[src/hdl/rstsrc_defs.svh]
// Constants of the reset source and status block: offsets, fields,
// reset values and timing.
// Assumes inclusion by bare name from every file that needs a figure.
`ifndef RSTSRC_DEFS_SVH
`define RSTSRC_DEFS_SVH

// -----------------------------------------------------------------
// Register offsets (byte addresses)
// -----------------------------------------------------------------
`define RSTSRC_OFF_CAUSE 12'h000
`define RSTSRC_OFF_STATUS 12'h004

// -----------------------------------------------------------------
// Field positions of the cause register
// -----------------------------------------------------------------
`define RSTSRC_B_TRAP 15
`define RSTSRC_B_BADOP 14
`define RSTSRC_B_SOFT_BROWNOUT_ENABLE 13
`define RSTSRC_B_DSLP 10
`define RSTSRC_B_PROGMEM_SLEEP_POWER 8
`define RSTSRC_B_PIN 7
`define RSTSRC_B_INSTR 6
`define RSTSRC_B_SWDT 5
`define RSTSRC_B_WATCHDOG_TIMEOUT_FLAG 4
`define RSTSRC_B_SLEEP 3
`define RSTSRC_B_IDLE 2
`define RSTSRC_B_BOR 1
`define RSTSRC_B_POR 0

// -----------------------------------------------------------------
// Reset value, implemented bits, config codes
// -----------------------------------------------------------------
`define RSTSRC_CAUSE_RST 16'h0003
`define RSTSRC_CAUSE_MASK 16'hE5FF
`define RSTSRC_BOCFG_OFF 2'h0
`define RSTSRC_BOCFG_SOFT 2'h1
`define RSTSRC_BOCFG_NOSLP 2'h2

// -----------------------------------------------------------------
// Timing
// -----------------------------------------------------------------
`define RSTSRC_CLK_KHZ 25000
`define RSTSRC_PWRT_MS 64

`endif

[src/hdl/rstsrc_pkg.sv]
// Types of the reset source and status block.
// Assumes nothing beyond a SystemVerilog compiler.
package rstsrc_pkg;

  // Phases of the system reset sequence
  typedef enum logic [1:0] {
    st_hold,
    st_delay,
    st_run
  } rstsrc_state_t;

endpackage

[src/hdl/rstsrc_delay.sv]
// Down counter that times the power-up delay.
// Assumes load is a one-cycle pulse and CYCLES is at least one.
`timescale 1ns/1ps
module rstsrc_delay
#(
  parameter int CNT_W = 21,
  parameter logic [CNT_W-1:0] CYCLES = CNT_W'(1)
)
(
  // Clock and reset
  input wire logic hclk,
  input wire logic hresetn,
  // Control
  input wire logic load,
  output logic done
);

  logic [CNT_W-1:0] count_reg;

  // Load gives CYCLES cycles until done
  always_ff @(posedge hclk or negedge hresetn)
  begin
    if (!hresetn)
      count_reg <= '0;
    else if (load)
      count_reg <= CYCLES - 1'b1;
    else if (count_reg != '0)
      count_reg <= count_reg - 1'b1;
  end

  assign done = (count_reg == '0) && !load;

endmodule

[src/hdl/rstsrc_sync.sv]
// Two-flop synchroniser for a group of independent levels.
// Assumes each bit is a slow level; no bus coherency is kept.
`timescale 1ns/1ps
module rstsrc_sync
#(
  parameter int W = 1
)
(
  // Clock and reset
  input wire logic hclk,
  input wire logic hresetn,
  // Levels
  input wire logic [W-1:0] async_in,
  output logic [W-1:0] sync_out
);

  logic [W-1:0] meta_reg;

  // Only the second stage is ever read outside
  always_ff @(posedge hclk or negedge hresetn)
  begin
    if (!hresetn)
    begin
      meta_reg <= '0;
      sync_out <= '0;
    end
    else
    begin
      meta_reg <= async_in;
      sync_out <= meta_reg;
    end
  end

endmodule

[src/hdl/rstsrc_top.sv]
// Reset source merger with cause/power control register on AHB-Lite.
// Assumes CPU, watchdog and power-save pulses run on hclk, and that
// pin and brown-out levels are asynchronous. hresetn is power-on.
//
// Added by the designer: register access over AHB-Lite and the placing of the registers.
`timescale 1ns/1ps
`include "rstsrc_defs.svh"
module rstsrc_top
  import rstsrc_pkg::*;
#(
  parameter int ADDR_W = 12,
  parameter int CNT_W = 21,
  parameter int PWRT_CYCLES = `RSTSRC_PWRT_MS * `RSTSRC_CLK_KHZ
)
(
  // Clock and power-on reset
  input wire logic hclk,
  input wire logic hresetn,
  // AHB-Lite slave
  input wire logic hsel,
  input wire logic [ADDR_W-1:0] haddr,
  input wire logic [1:0] htrans,
  input wire logic hwrite,
  input wire logic [2:0] hsize,
  input wire logic [31:0] hwdata,
  input wire logic hready,
  output logic hreadyout,
  output logic hresp,
  output logic [31:0] hrdata,
  // Asynchronous reset sources
  input wire logic master_clear_pin_n,
  input wire logic brownout_detected,
  input wire logic deep_sleep_brownout,
  // Same-clock reset sources (one-cycle pulses or levels)
  input wire logic instr_reset,
  input wire logic watchdog_reset_source,
  input wire logic trap_conflict,
  input wire logic bad_opcode,
  input wire logic uninit_wreg_reset,
  // Power-save events
  input wire logic power_save_instruction_sleep,
  input wire logic power_save_instruction_idle,
  input wire logic deep_sleep_enable,
  input wire logic sleep_active,
  // Configuration fuses
  input wire logic [1:0] brownout_config_field,
  input wire logic watchdog_fuse_enable,
  input wire logic power_up_timer_enable,
  // Outputs to the system
  output logic system_reset_out,
  output logic brownout_detect_enable,
  output logic watchdog_enable_out,
  output logic progmem_sleep_power
);

  // -----------------------------------------------------------------
  // Declarations
  // -----------------------------------------------------------------
  localparam logic [CNT_W-1:0] PWRT_LOAD = CNT_W'(PWRT_CYCLES);

  logic [2:0] pins_sync;
  logic pin_rst;
  logic bo_raw;
  logic dsbo;
  logic bo_en;
  logic bo_rst;
  logic any_src;
  logic pwrt_src;
  logic pwrt_load;
  logic pwrt_done;
  rstsrc_state_t state_reg;
  rstsrc_state_t state_next;
  logic pwrt_need_reg;
  logic system_reset_reg;
  logic [15:0] cause_reg;
  logic [15:0] cause_next;
  logic [15:0] hw_set;
  logic [15:0] hw_clr;
  logic [15:0] cause_view;
  logic [ADDR_W-1:0] addr_reg;
  logic wr_reg;
  logic acc_ok;
  logic wr_cause;
  logic [31:0] rd_value;
  logic [31:0] hrdata_reg;

  // Word-aligned match of an address against a register offset
  function automatic logic hit(input logic [ADDR_W-1:0] a,
                               input logic [ADDR_W-1:0] off);
    hit = (a[ADDR_W-1:2] == off[ADDR_W-1:2]);
  endfunction

  // -----------------------------------------------------------------
  // Source conditioning
  // -----------------------------------------------------------------
  rstsrc_sync #(
    .W(3)
  ) u_sync (
    .hclk(hclk),
    .hresetn(hresetn),
    .async_in({deep_sleep_brownout, brownout_detected,
               !master_clear_pin_n}),
    .sync_out(pins_sync)
  );

  // Pin and brown-out levels seen only after two flops
  assign pin_rst = pins_sync[0];
  assign bo_raw = pins_sync[1];
  assign dsbo = pins_sync[2];

  // Brown-out enable from the fuse field, the soft bit and sleep_active
  always_comb
  begin
    case (brownout_config_field)
      `RSTSRC_BOCFG_OFF: bo_en = 1'b0;
      `RSTSRC_BOCFG_SOFT: bo_en = cause_reg[`RSTSRC_B_SOFT_BROWNOUT_ENABLE];
      `RSTSRC_BOCFG_NOSLP: bo_en = !sleep_active;
      default: bo_en = 1'b1;
    endcase
  end

  assign bo_rst = bo_raw && bo_en;

  // Every source merged; software flag writes are not in here
  assign any_src = pin_rst || bo_rst || dsbo || instr_reset
                   || watchdog_reset_source || trap_conflict
                   || bad_opcode || uninit_wreg_reset;

  // Sources that call for the power-up delay
  assign pwrt_src = bo_rst || dsbo;

  // -----------------------------------------------------------------
  // System reset sequencing
  // -----------------------------------------------------------------
  // Release waits for quiet sources, then the optional delay
  always_comb
  begin
    state_next = state_reg;
    pwrt_load = 1'b0;
    case (state_reg)
      st_hold:
      begin
        if (!any_src)
        begin
          if (pwrt_need_reg && power_up_timer_enable)
          begin
            state_next = st_delay;
            pwrt_load = 1'b1;
          end
          else
            state_next = st_run;
        end
      end
      st_delay:
      begin
        if (any_src)
          state_next = st_hold; // Any source restarts the timer
        else if (pwrt_done)
          state_next = st_run;
      end
      st_run:
      begin
        if (any_src)
          state_next = st_hold;
      end
      default: state_next = st_hold;
    endcase
  end

  // Power-on lands straight in hold, without the clock
  always_ff @(posedge hclk or negedge hresetn)
  begin
    if (!hresetn)
      state_reg <= st_hold;
    else
      state_reg <= state_next;
  end

  // Delay owed by power-on or a brown-out until the sequence reaches run
  always_ff @(posedge hclk or negedge hresetn)
  begin
    if (!hresetn)
      pwrt_need_reg <= 1'b1;
    else if (pwrt_src)
      pwrt_need_reg <= 1'b1;
    else if (state_next == st_run)
      pwrt_need_reg <= 1'b0;
  end

  rstsrc_delay #(
    .CNT_W(CNT_W),
    .CYCLES(PWRT_LOAD)
  ) u_delay (
    .hclk(hclk),
    .hresetn(hresetn),
    .load(pwrt_load),
    .done(pwrt_done)
  );

  // Registered output: async assert on power-on only; sources assert and release on a clock edge
  always_ff @(posedge hclk or negedge hresetn)
  begin
    if (!hresetn)
      system_reset_reg <= 1'b1;
    else
      system_reset_reg <= (state_next != st_run);
  end

  assign system_reset_out = system_reset_reg;

  // -----------------------------------------------------------------
  // Cause register events
  // -----------------------------------------------------------------
  // Flags land in the same edge the source is seen, so always
  // at least one cycle before the release
  always_comb
  begin
    hw_set = 16'h0000;
    hw_set[`RSTSRC_B_TRAP] = trap_conflict;
    hw_set[`RSTSRC_B_BADOP] = bad_opcode || uninit_wreg_reset;
    hw_set[`RSTSRC_B_DSLP] = power_save_instruction_sleep
                             && deep_sleep_enable;
    hw_set[`RSTSRC_B_PIN] = pin_rst;
    hw_set[`RSTSRC_B_INSTR] = instr_reset;
    hw_set[`RSTSRC_B_WATCHDOG_TIMEOUT_FLAG] = watchdog_reset_source;
    hw_set[`RSTSRC_B_SLEEP] = power_save_instruction_sleep;
    hw_set[`RSTSRC_B_IDLE] = power_save_instruction_idle;
    hw_set[`RSTSRC_B_BOR] = bo_rst || dsbo;
    hw_set[`RSTSRC_B_POR] = dsbo; // Deep-sleep brown-out re-arms power-on
  end

  // Any power-save instruction drops the time-out flag
  always_comb
  begin
    hw_clr = 16'h0000;
    hw_clr[`RSTSRC_B_WATCHDOG_TIMEOUT_FLAG] = power_save_instruction_sleep
                             || power_save_instruction_idle;
  end

  // Write first, then hardware clear, hardware set last wins
  always_comb
  begin
    cause_next = cause_reg;
    if (wr_cause)
      cause_next = hwdata[15:0] & `RSTSRC_CAUSE_MASK;
    cause_next = cause_next & ~hw_clr;
    cause_next = cause_next | hw_set;
  end

  // Only power-on touches this register; other resets leave it
  always_ff @(posedge hclk or negedge hresetn)
  begin
    if (!hresetn)
      cause_reg <= `RSTSRC_CAUSE_RST;
    else
      cause_reg <= cause_next;
  end

  // Soft brown-out bit reads zero outside software mode
  always_comb
  begin
    cause_view = cause_next;
    if (brownout_config_field != `RSTSRC_BOCFG_SOFT)
      cause_view[`RSTSRC_B_SOFT_BROWNOUT_ENABLE] = 1'b0;
  end

  // -----------------------------------------------------------------
  // Control outputs
  // -----------------------------------------------------------------
  // Unprogrammed fuse keeps the watchdog running
  assign watchdog_enable_out = watchdog_fuse_enable
                               || cause_reg[`RSTSRC_B_SWDT];
  assign brownout_detect_enable = bo_en;
  assign progmem_sleep_power = cause_reg[`RSTSRC_B_PROGMEM_SLEEP_POWER];

  // -----------------------------------------------------------------
  // AHB-Lite slave
  // -----------------------------------------------------------------
  // Only whole-word transfers are taken; others complete as no-ops
  assign acc_ok = hsel && hready && htrans[1] && (hsize == 3'b010);

  // Address phase captured for the following data phase
  always_ff @(posedge hclk or negedge hresetn)
  begin
    if (!hresetn)
    begin
      addr_reg <= '0;
      wr_reg <= 1'b0;
    end
    else if (hready)
    begin
      addr_reg <= haddr;
      wr_reg <= acc_ok && hwrite;
    end
  end

  assign wr_cause = wr_reg && hit(addr_reg, ADDR_W'(`RSTSRC_OFF_CAUSE));

  // Cause read value forwarded from next state, so a read right after a
  // write sees the written data; unmapped words read zero
  always_comb
  begin
    rd_value = 32'h0000_0000;
    if (hit(haddr, ADDR_W'(`RSTSRC_OFF_CAUSE)))
      rd_value[15:0] = cause_view;
    else if (hit(haddr, ADDR_W'(`RSTSRC_OFF_STATUS)))
    begin
      rd_value[0] = bo_en;
      rd_value[1] = watchdog_enable_out;
      rd_value[2] = system_reset_reg;
      rd_value[3] = (state_reg == st_delay);
    end
  end

  // Read data registered at the address edge
  always_ff @(posedge hclk or negedge hresetn)
  begin
    if (!hresetn)
      hrdata_reg <= 32'h0000_0000;
    else if (acc_ok && !hwrite)
      hrdata_reg <= rd_value;
  end

  // Zero wait states, always OKAY
  assign hrdata = hrdata_reg;
  assign hreadyout = 1'b1;
  assign hresp = 1'b0;

endmodule

[config.mk]
export PLATFORM = sky130hd
export DESIGN_NAME = rstsrc_top
export DESIGN_NICKNAME = d
export VERILOG_FILES = /design/src/hdl/rstsrc_pkg.sv /design/src/hdl/rstsrc_delay.sv /design/src/hdl/rstsrc_sync.sv /design/src/hdl/rstsrc_top.sv
export VERILOG_INCLUDE_DIRS = /design/src /design/src/hdl
export SDC_FILE = /design/constraint.sdc
export NUM_CORES = 1
export LEC_CHECK = 0
export BUFFER_PORTS_ARGS = -buffer_cell sky130_fd_sc_hd__buf_4
export CELL_PAD_IN_SITES_DETAIL_PLACEMENT = 0
export CELL_PAD_IN_SITES_GLOBAL_PLACEMENT = 2
export CORE_MARGIN = 1
export CORE_UTILIZATION = 32
export DETAILED_ROUTE_END_ITERATION = 8
export PLACE_DENSITY = 0.8
export SYNTH_ARGS = -nofsm -noshare
export SYNTH_HDL_FRONTEND = slang
export SYNTH_SLANG_ARGS = --single-unit
[constraint.sdc]
create_clock -name hclk -period 2.9 [get_ports hclk]
set_input_delay 0.435 -clock hclk [delete_from_list [all_inputs] [get_ports hclk]]
set_output_delay 0.435 -clock hclk [all_outputs]
set_load 0.1 [all_outputs]
==> out/qor.yml, run 1 <==
synth_area_leader_cell: "dfrtp_1"
synth_seq_cells: 74
async_flop_share: 1.00
critPathCaptureType: "register"
required_ps: 3140
nFillCells: 1057
clock-skew-final_ps: 6.72
synth-xor-area-share: 0
antenna_cells: 0
yosysMostFrequentCell: "dfrtp_1"
p_leak_nw: 1.99
vias_per_cell: 5.22
hold_ws_ps: 212
syn_avg_cell_area_sq_um: 10.7
insertion_delay_ps: 330
setup_violations: 0
synth_simple_gate_area_share: 0.169
via_count: 2910
clock_path_buffers: 2
worst_pin_slew_ps: 969
cp-start-kind: "register"
synth.top_cells.by_count: "dfrtp_1 (70), nor2_1 (22), buf_4 (18)"
synthCells: 340
io_pins: 108
die_y_um: 109
place_area_sq_um: 4290
hold_path_class: "in2reg"
p_sw_frac: 0.324
path_delay_family: "simple AND/OR/NAND/NOR gates"
routed_wl_um: 8880
synth_mux_area_frac: 0.0880
cp.arrival_ps: 2510
power_frac_comb: 0.207
drv_slew: 0
yosysSeqAreaShare: 0.508
dieWidth_um: 109
synth_area_sq_um: 3650
crit_chain: "nor4b_1, and3_1, buf_4, mux2_2, o211ai_1"
first_iter_violations: 180
cp_max_fo: 7
area_growth_syn_to_layout_pct: 25.3
dr.pass1.iters: 5
synth_cell_types: 49
postCtsHoldBufs: 0
yosys.area.top_type_share: 0.480
initial_core_util: 0.333
clk_pin_slew_worst_paths_ps: 60
ys.warnings.count: 0
ir_drop_uv: 310
io_buffers: 67
place.gp.congestion: 0.768
synth_top_family_by_area: "simple AND/OR/NAND/NOR gates"
drive_gt1_frac: 0.297
status: "completed"
grt_pass1_vias: 2904
p_int_mw: 2.03
grt_max_degree: 75
final.setup.tns_ps: 0
synth_compound_area_frac: 0.163
die_area_sq_um: 11800
max_freq_mhz: 441
wl_per_cell_um: 15.9
max_stage_delay_ps: 580
drv_cap: 0
drc_errors: 0
p_switching_mw: 0.970
grt_usage: 0.160
cts_made_buffers: 9
grt_pass1_wl_um: 14600
synthFlopType: "dfrtp_1"
numClockSinks: 74
post_cts_resized: 0
rsz0062_at_grt: "no"
p_seq_frac: 0.431
slowest_stage: "nor4b_1"
hpwl_um: 6250
antenna_found_initial: 0
path_class: "reg2reg"
final_antenna_net_count: 0
fin_area_sq_um: 4580
power.clock.fraction: 0.362
power_density_nw_per_um2: 655
cts_tree: "yes"
yosys.area_share.adder: 0.00343
synth_edf_count: 0
largest_register_ff_count: 21
finalHoldViolCount: 0
synthTopCellsByArea: "dfrtp_1 (48%), mux2_2 (5.2%), buf_4 (3.7%), mux2i_1 (3.6%), o31a_1 (3.4%)"
overflow: 0
core_sq_um: 11000
min_period_over_period: 0.783
nNetsFinal: 484
htree_levels: 3
path_buf_inv: 1
post-route-min-period_ps: 2270
cts-root-buf: "clkbuf_16"
post_cts_buffers: 0
rows: 38
relSlewSlack: 0.354
-- layout make-up --
| cell class | instances | area, sq um | share of cell area |
|---|---|---|---|
| flip-flops and latches | 74 | 1860 | 0.406 |
| well taps | 140 | 175 | 0.0383 |
| multi-input cells | 236 | 1610 | 0.352 |
| inverters | 13 | 48.8 | 0.0107 |
| clock inverters | 7 | 65.1 | 0.0142 |
| repair buffers | 79 | 593 | 0.130 |
| clock buffers | 9 | 225 | 0.0492 |
-- placed cells by master (no fill, tap or decap), types with 5 or more instances in the layout --
cell / count
o31ai_1: 7
nor4_1: 11
o31a_1: 14
mux2i_1: 13
buf_4: 79
a22o_1: 8
mux2_2: 17
nor3_1: 8
inv_1: 13
a21oi_1: 11
or3_1: 7
and2_1: 5
nand3_1: 5
clkbuf_16: 9
a31oi_1: 12
nor2_1: 22
dfrtp_1: 70
nand2_1: 16
conb_1: 18
o21ai_0: 7
-- metal layers --
metal	share of wire	GRT usage
met1	0.48	0.216
met2	0.46	0.253
met3	0.029	0.0215
met4	0.025	0.0743
met5	0	0
-- stage by stage --
step	total power, mW	utilization	std cells	worst slack, ps
floorplan	1.75	-	356	598
global placement	1.92	0.390	542	701
detailed placement	1.93	0.390	542	643
CTS	3.03	0.417	558	612
global route	3.15	0.417	558	509
finish	3.00	0.417	558	630
-- path summary, 6_finish.rpt --
check / end / slack [ps] / start / cells past startpoint
max: hrdata[0]$_DFFE_PN0P_ / 630 / addr_reg[4]$_DFFE_PN0P_ / 5
min: u_sync.meta_reg[2]$_DFF_PN0_ / 210 / deep_sleep_brownout / 1
max reg2reg: hrdata[0]$_DFFE_PN0P_ / 630 / addr_reg[4]$_DFFE_PN0P_ / 5
min reg2reg: u_sync.sync_out[0]$_DFF_PN0_ / 350 / u_sync.meta_reg[0]$_DFF_PN0_ / 0
max in group asynchronous: u_delay.count_reg[12]$_DFFE_PN0N_ / 2010 / hresetn / 1
min in group asynchronous: u_delay.count_reg[14]$_DFFE_PN0N_ / 260 / hresetn / 1
-- kinds of logic after synthesis --
family,after synthesis
flip-flops,74
AND/OR/NAND/NOR,105
adder cells (fa/ha/maj),1
AO/OA/AOI/OAI,82
other,2
buffers and inverters,46
multiplexers,30
-- power by group through the flow --
stage,clock (mW),sequential [mW],combinational [mW]
global route,1.16,1.31,0.684
floorplan,0,1.28,0.466
CTS,1.12,1.29,0.624
finish,1.09,1.29,0.619
global placement,0,1.30,0.615
detailed placement,0,1.31,0.623
Power figures use the tool's default switching activity.
==> inputs of run 2 (changes only) <==
CORE_UTILIZATION = 29   (was 32)
PLACE_DENSITY = 0.76   (was 0.8)
clock period = 2.05 ns   (was 2.9 ns; I/O delays follow)
==> out/qor.yml, run 2 (same netlist as run 1, synthesis figures left out) <==
finalPower_mw: 4.57  # +52%
place_area_sq_um: 4570  # +6.5%
worst_pin_slew_ps: 583  # -386 ps
clk_pin_slew_worst_paths_ps: 60  # about the same
hold_path_class: "in2reg"
hpwl_um: 6880  # +10%
min_period_over_period: 0.995  # +0.213
layout_common_cells: "buf_4 (108), dfrtp_1 (70), nor2_1 (21)"
clock_path_buffers: 2  # unchanged
grt_pass1_vias: 3032  # +4.4%
relSlewSlack: 0.611  # +0.257
ir_drop_uv: 539  # +74%
dr.pass1.iters: 4  # -1
crit_chain: "or4_4, or4_4, o31a_1, or3_1"
drc_errors: 0  # unchanged
final_antenna_net_count: 0  # unchanged
status: "completed"
grt_max_degree: 27  # -64%
grt_pass1_wl_um: 15800  # +7.9%
post-route-min-period_ps: 2040  # -230 ps
area_growth_syn_to_layout_pct: 35.3
initial_core_util: 0.300  # -0.0322
cp.arrival_ps: 2250  # -260 ps
cts_tree: "yes"
fin_area_sq_um: 4940  # +8.0%
final_common_cell: "buf_4"
crit_top_cell: "or4_4"
drv_slew: 0  # unchanged
place.gp.congestion: 0.737  # -4.1%
routed_wl_um: 9310  # +4.9%
cp_max_fo: 3  # -4
first_iter_violations: 87  # -52%
final.setup.tns_ps: 0  # unchanged
cts_made_buffers: 9  # unchanged
via_count: 3017  # +3.7%
wl_per_cell_um: 15.1  # -5.3%
largest_register_ff_count: 21  # unchanged
critPathCaptureType: "register"
final_cells: 618  # +11%
drive_gt1_frac: 0.353  # +0.0567
slowest_stage: "or4_4"
power_density_nw_per_um2: 924  # +41%
rsz0062_at_grt: "yes"
required_ps: 2260  # -880 ps
path_buf_inv: 0  # -1
path_class: "reg2reg"
setup_violations: 0  # unchanged
rows: 40  # +5.3%
clock-skew-final_ps: 7.57  # +0.851 ps
nNetsFinal: 516  # +6.6%
io_pins: 108  # unchanged
numClockSinks: 74  # unchanged
max_freq_mhz: 490  # +11%
p_leak_nw: 2.18  # +9.6%
cp-start-kind: "register"
antenna_cells: 0  # unchanged
io_buffers: 67  # unchanged
die_area_sq_um: 13000  # +10%
dp.cells: 599  # +11%
grt_usage: 0.156  # -0.00375
crit_start: "u_delay.count_reg[15]$_DFFE_PN0N_"
dieWidth_um: 114  # +4.9%
cts-root-buf: "clkbuf_16"
core_sq_um: 12200  # +11%
min-delay-start: "brownout_detected"
insertion_delay_ps: 340  # about the same
htree_levels: 3  # unchanged
drv_cap: 0  # unchanged
r2r_start: "u_delay.count_reg[15]$_DFFE_PN0N_"
overflow: 0  # unchanged
finalHoldViolCount: 0  # unchanged
antenna_found_initial: 0  # unchanged
vias_per_cell: 4.88  # -6.4%
die_y_um: 114  # +4.9%
path_delay_family: "simple AND/OR/NAND/NOR gates"
max_stage_delay_ps: 550  # -30 ps
[run 2: cell count changes in the layout (fill, tap and decap cells not counted), sizes merged]
cell,delta
dlygate4sd3,+1
buf,+31
clkbuf,+3
clkinvlp,-1
clkinv,+1
inv,-5
bufinv,+2
[run 2: report_power, final]
group	switching (mW)	total [mW]	internal [mW]	leakage [nW]
clock network	0.600	1.73	1.13	0.163
logic	0.554	1.03	0.472	1.12
registers	0.173	1.81	1.63	0.894
[run 2: final cells by class]
class | instances | area, sq um
fill | 1234 | 7220
sequential | 74 | 1860
multi-input combinational | 236 | 1630
timing repair buffer | 111 | 861
clock buffer | 12 | 256
tap | 168 | 210
clock inverter | 4 | 73.8
inverter | 13 | 48.8
[run 2: metrics by stage]
stage                      util  hold WS [ps]  setup slack [ps]
after global routing      0.406          67.5             -23.3
after global placement    0.376           230              47.4
after floorplan               -          11.9              5.99
after CTS                 0.403          62.6             0.113
after detailed placement  0.376           233              17.0
final                     0.406          76.4              9.60
[run 2: repair_timing]
action | 4_1_cts | 5_1_grt
setup buffers | 0 | 2
hold buffers | 1 | 0
setup endpoints to repair | 0 | 8
hold endpoints to repair | 21 | 0
resized for setup | 0 | 7
[run 2: path summary, 6_finish.rpt]
kind	to	slack (ps)	depth (start not counted)
max in group asynchronous	cause_reg[0]$_DFF_PN1_	1050	3
setup reg to reg	u_delay.count_reg[19]$_DFFE_PN0N_	10	4
hold / removal	u_sync.meta_reg[1]$_DFF_PN0_	80	1
min in group asynchronous	cause_reg[10]$_DFF_PN0_	410	2
hold reg to reg	u_sync.sync_out[2]$_DFF_PN0_	350	0
setup / recovery	u_delay.count_reg[19]$_DFFE_PN0N_	10	4
[run 2: per-layer routing]
metal,GRT usage,wire length [um],up-vias
met5,0,0,-
met4,0.0476,114,0
met3,0.0349,342,8
met2,0.247,4480,70
met1,0.212,4370,1491
li1,-,-,1448
[run 2: worst register-to-register path, stage by stage, from the launching register on]
cell	delay [ps]
dfrtp_1	380
or4_4	550
or4_4	430
o31a_1	250
or3_1	310
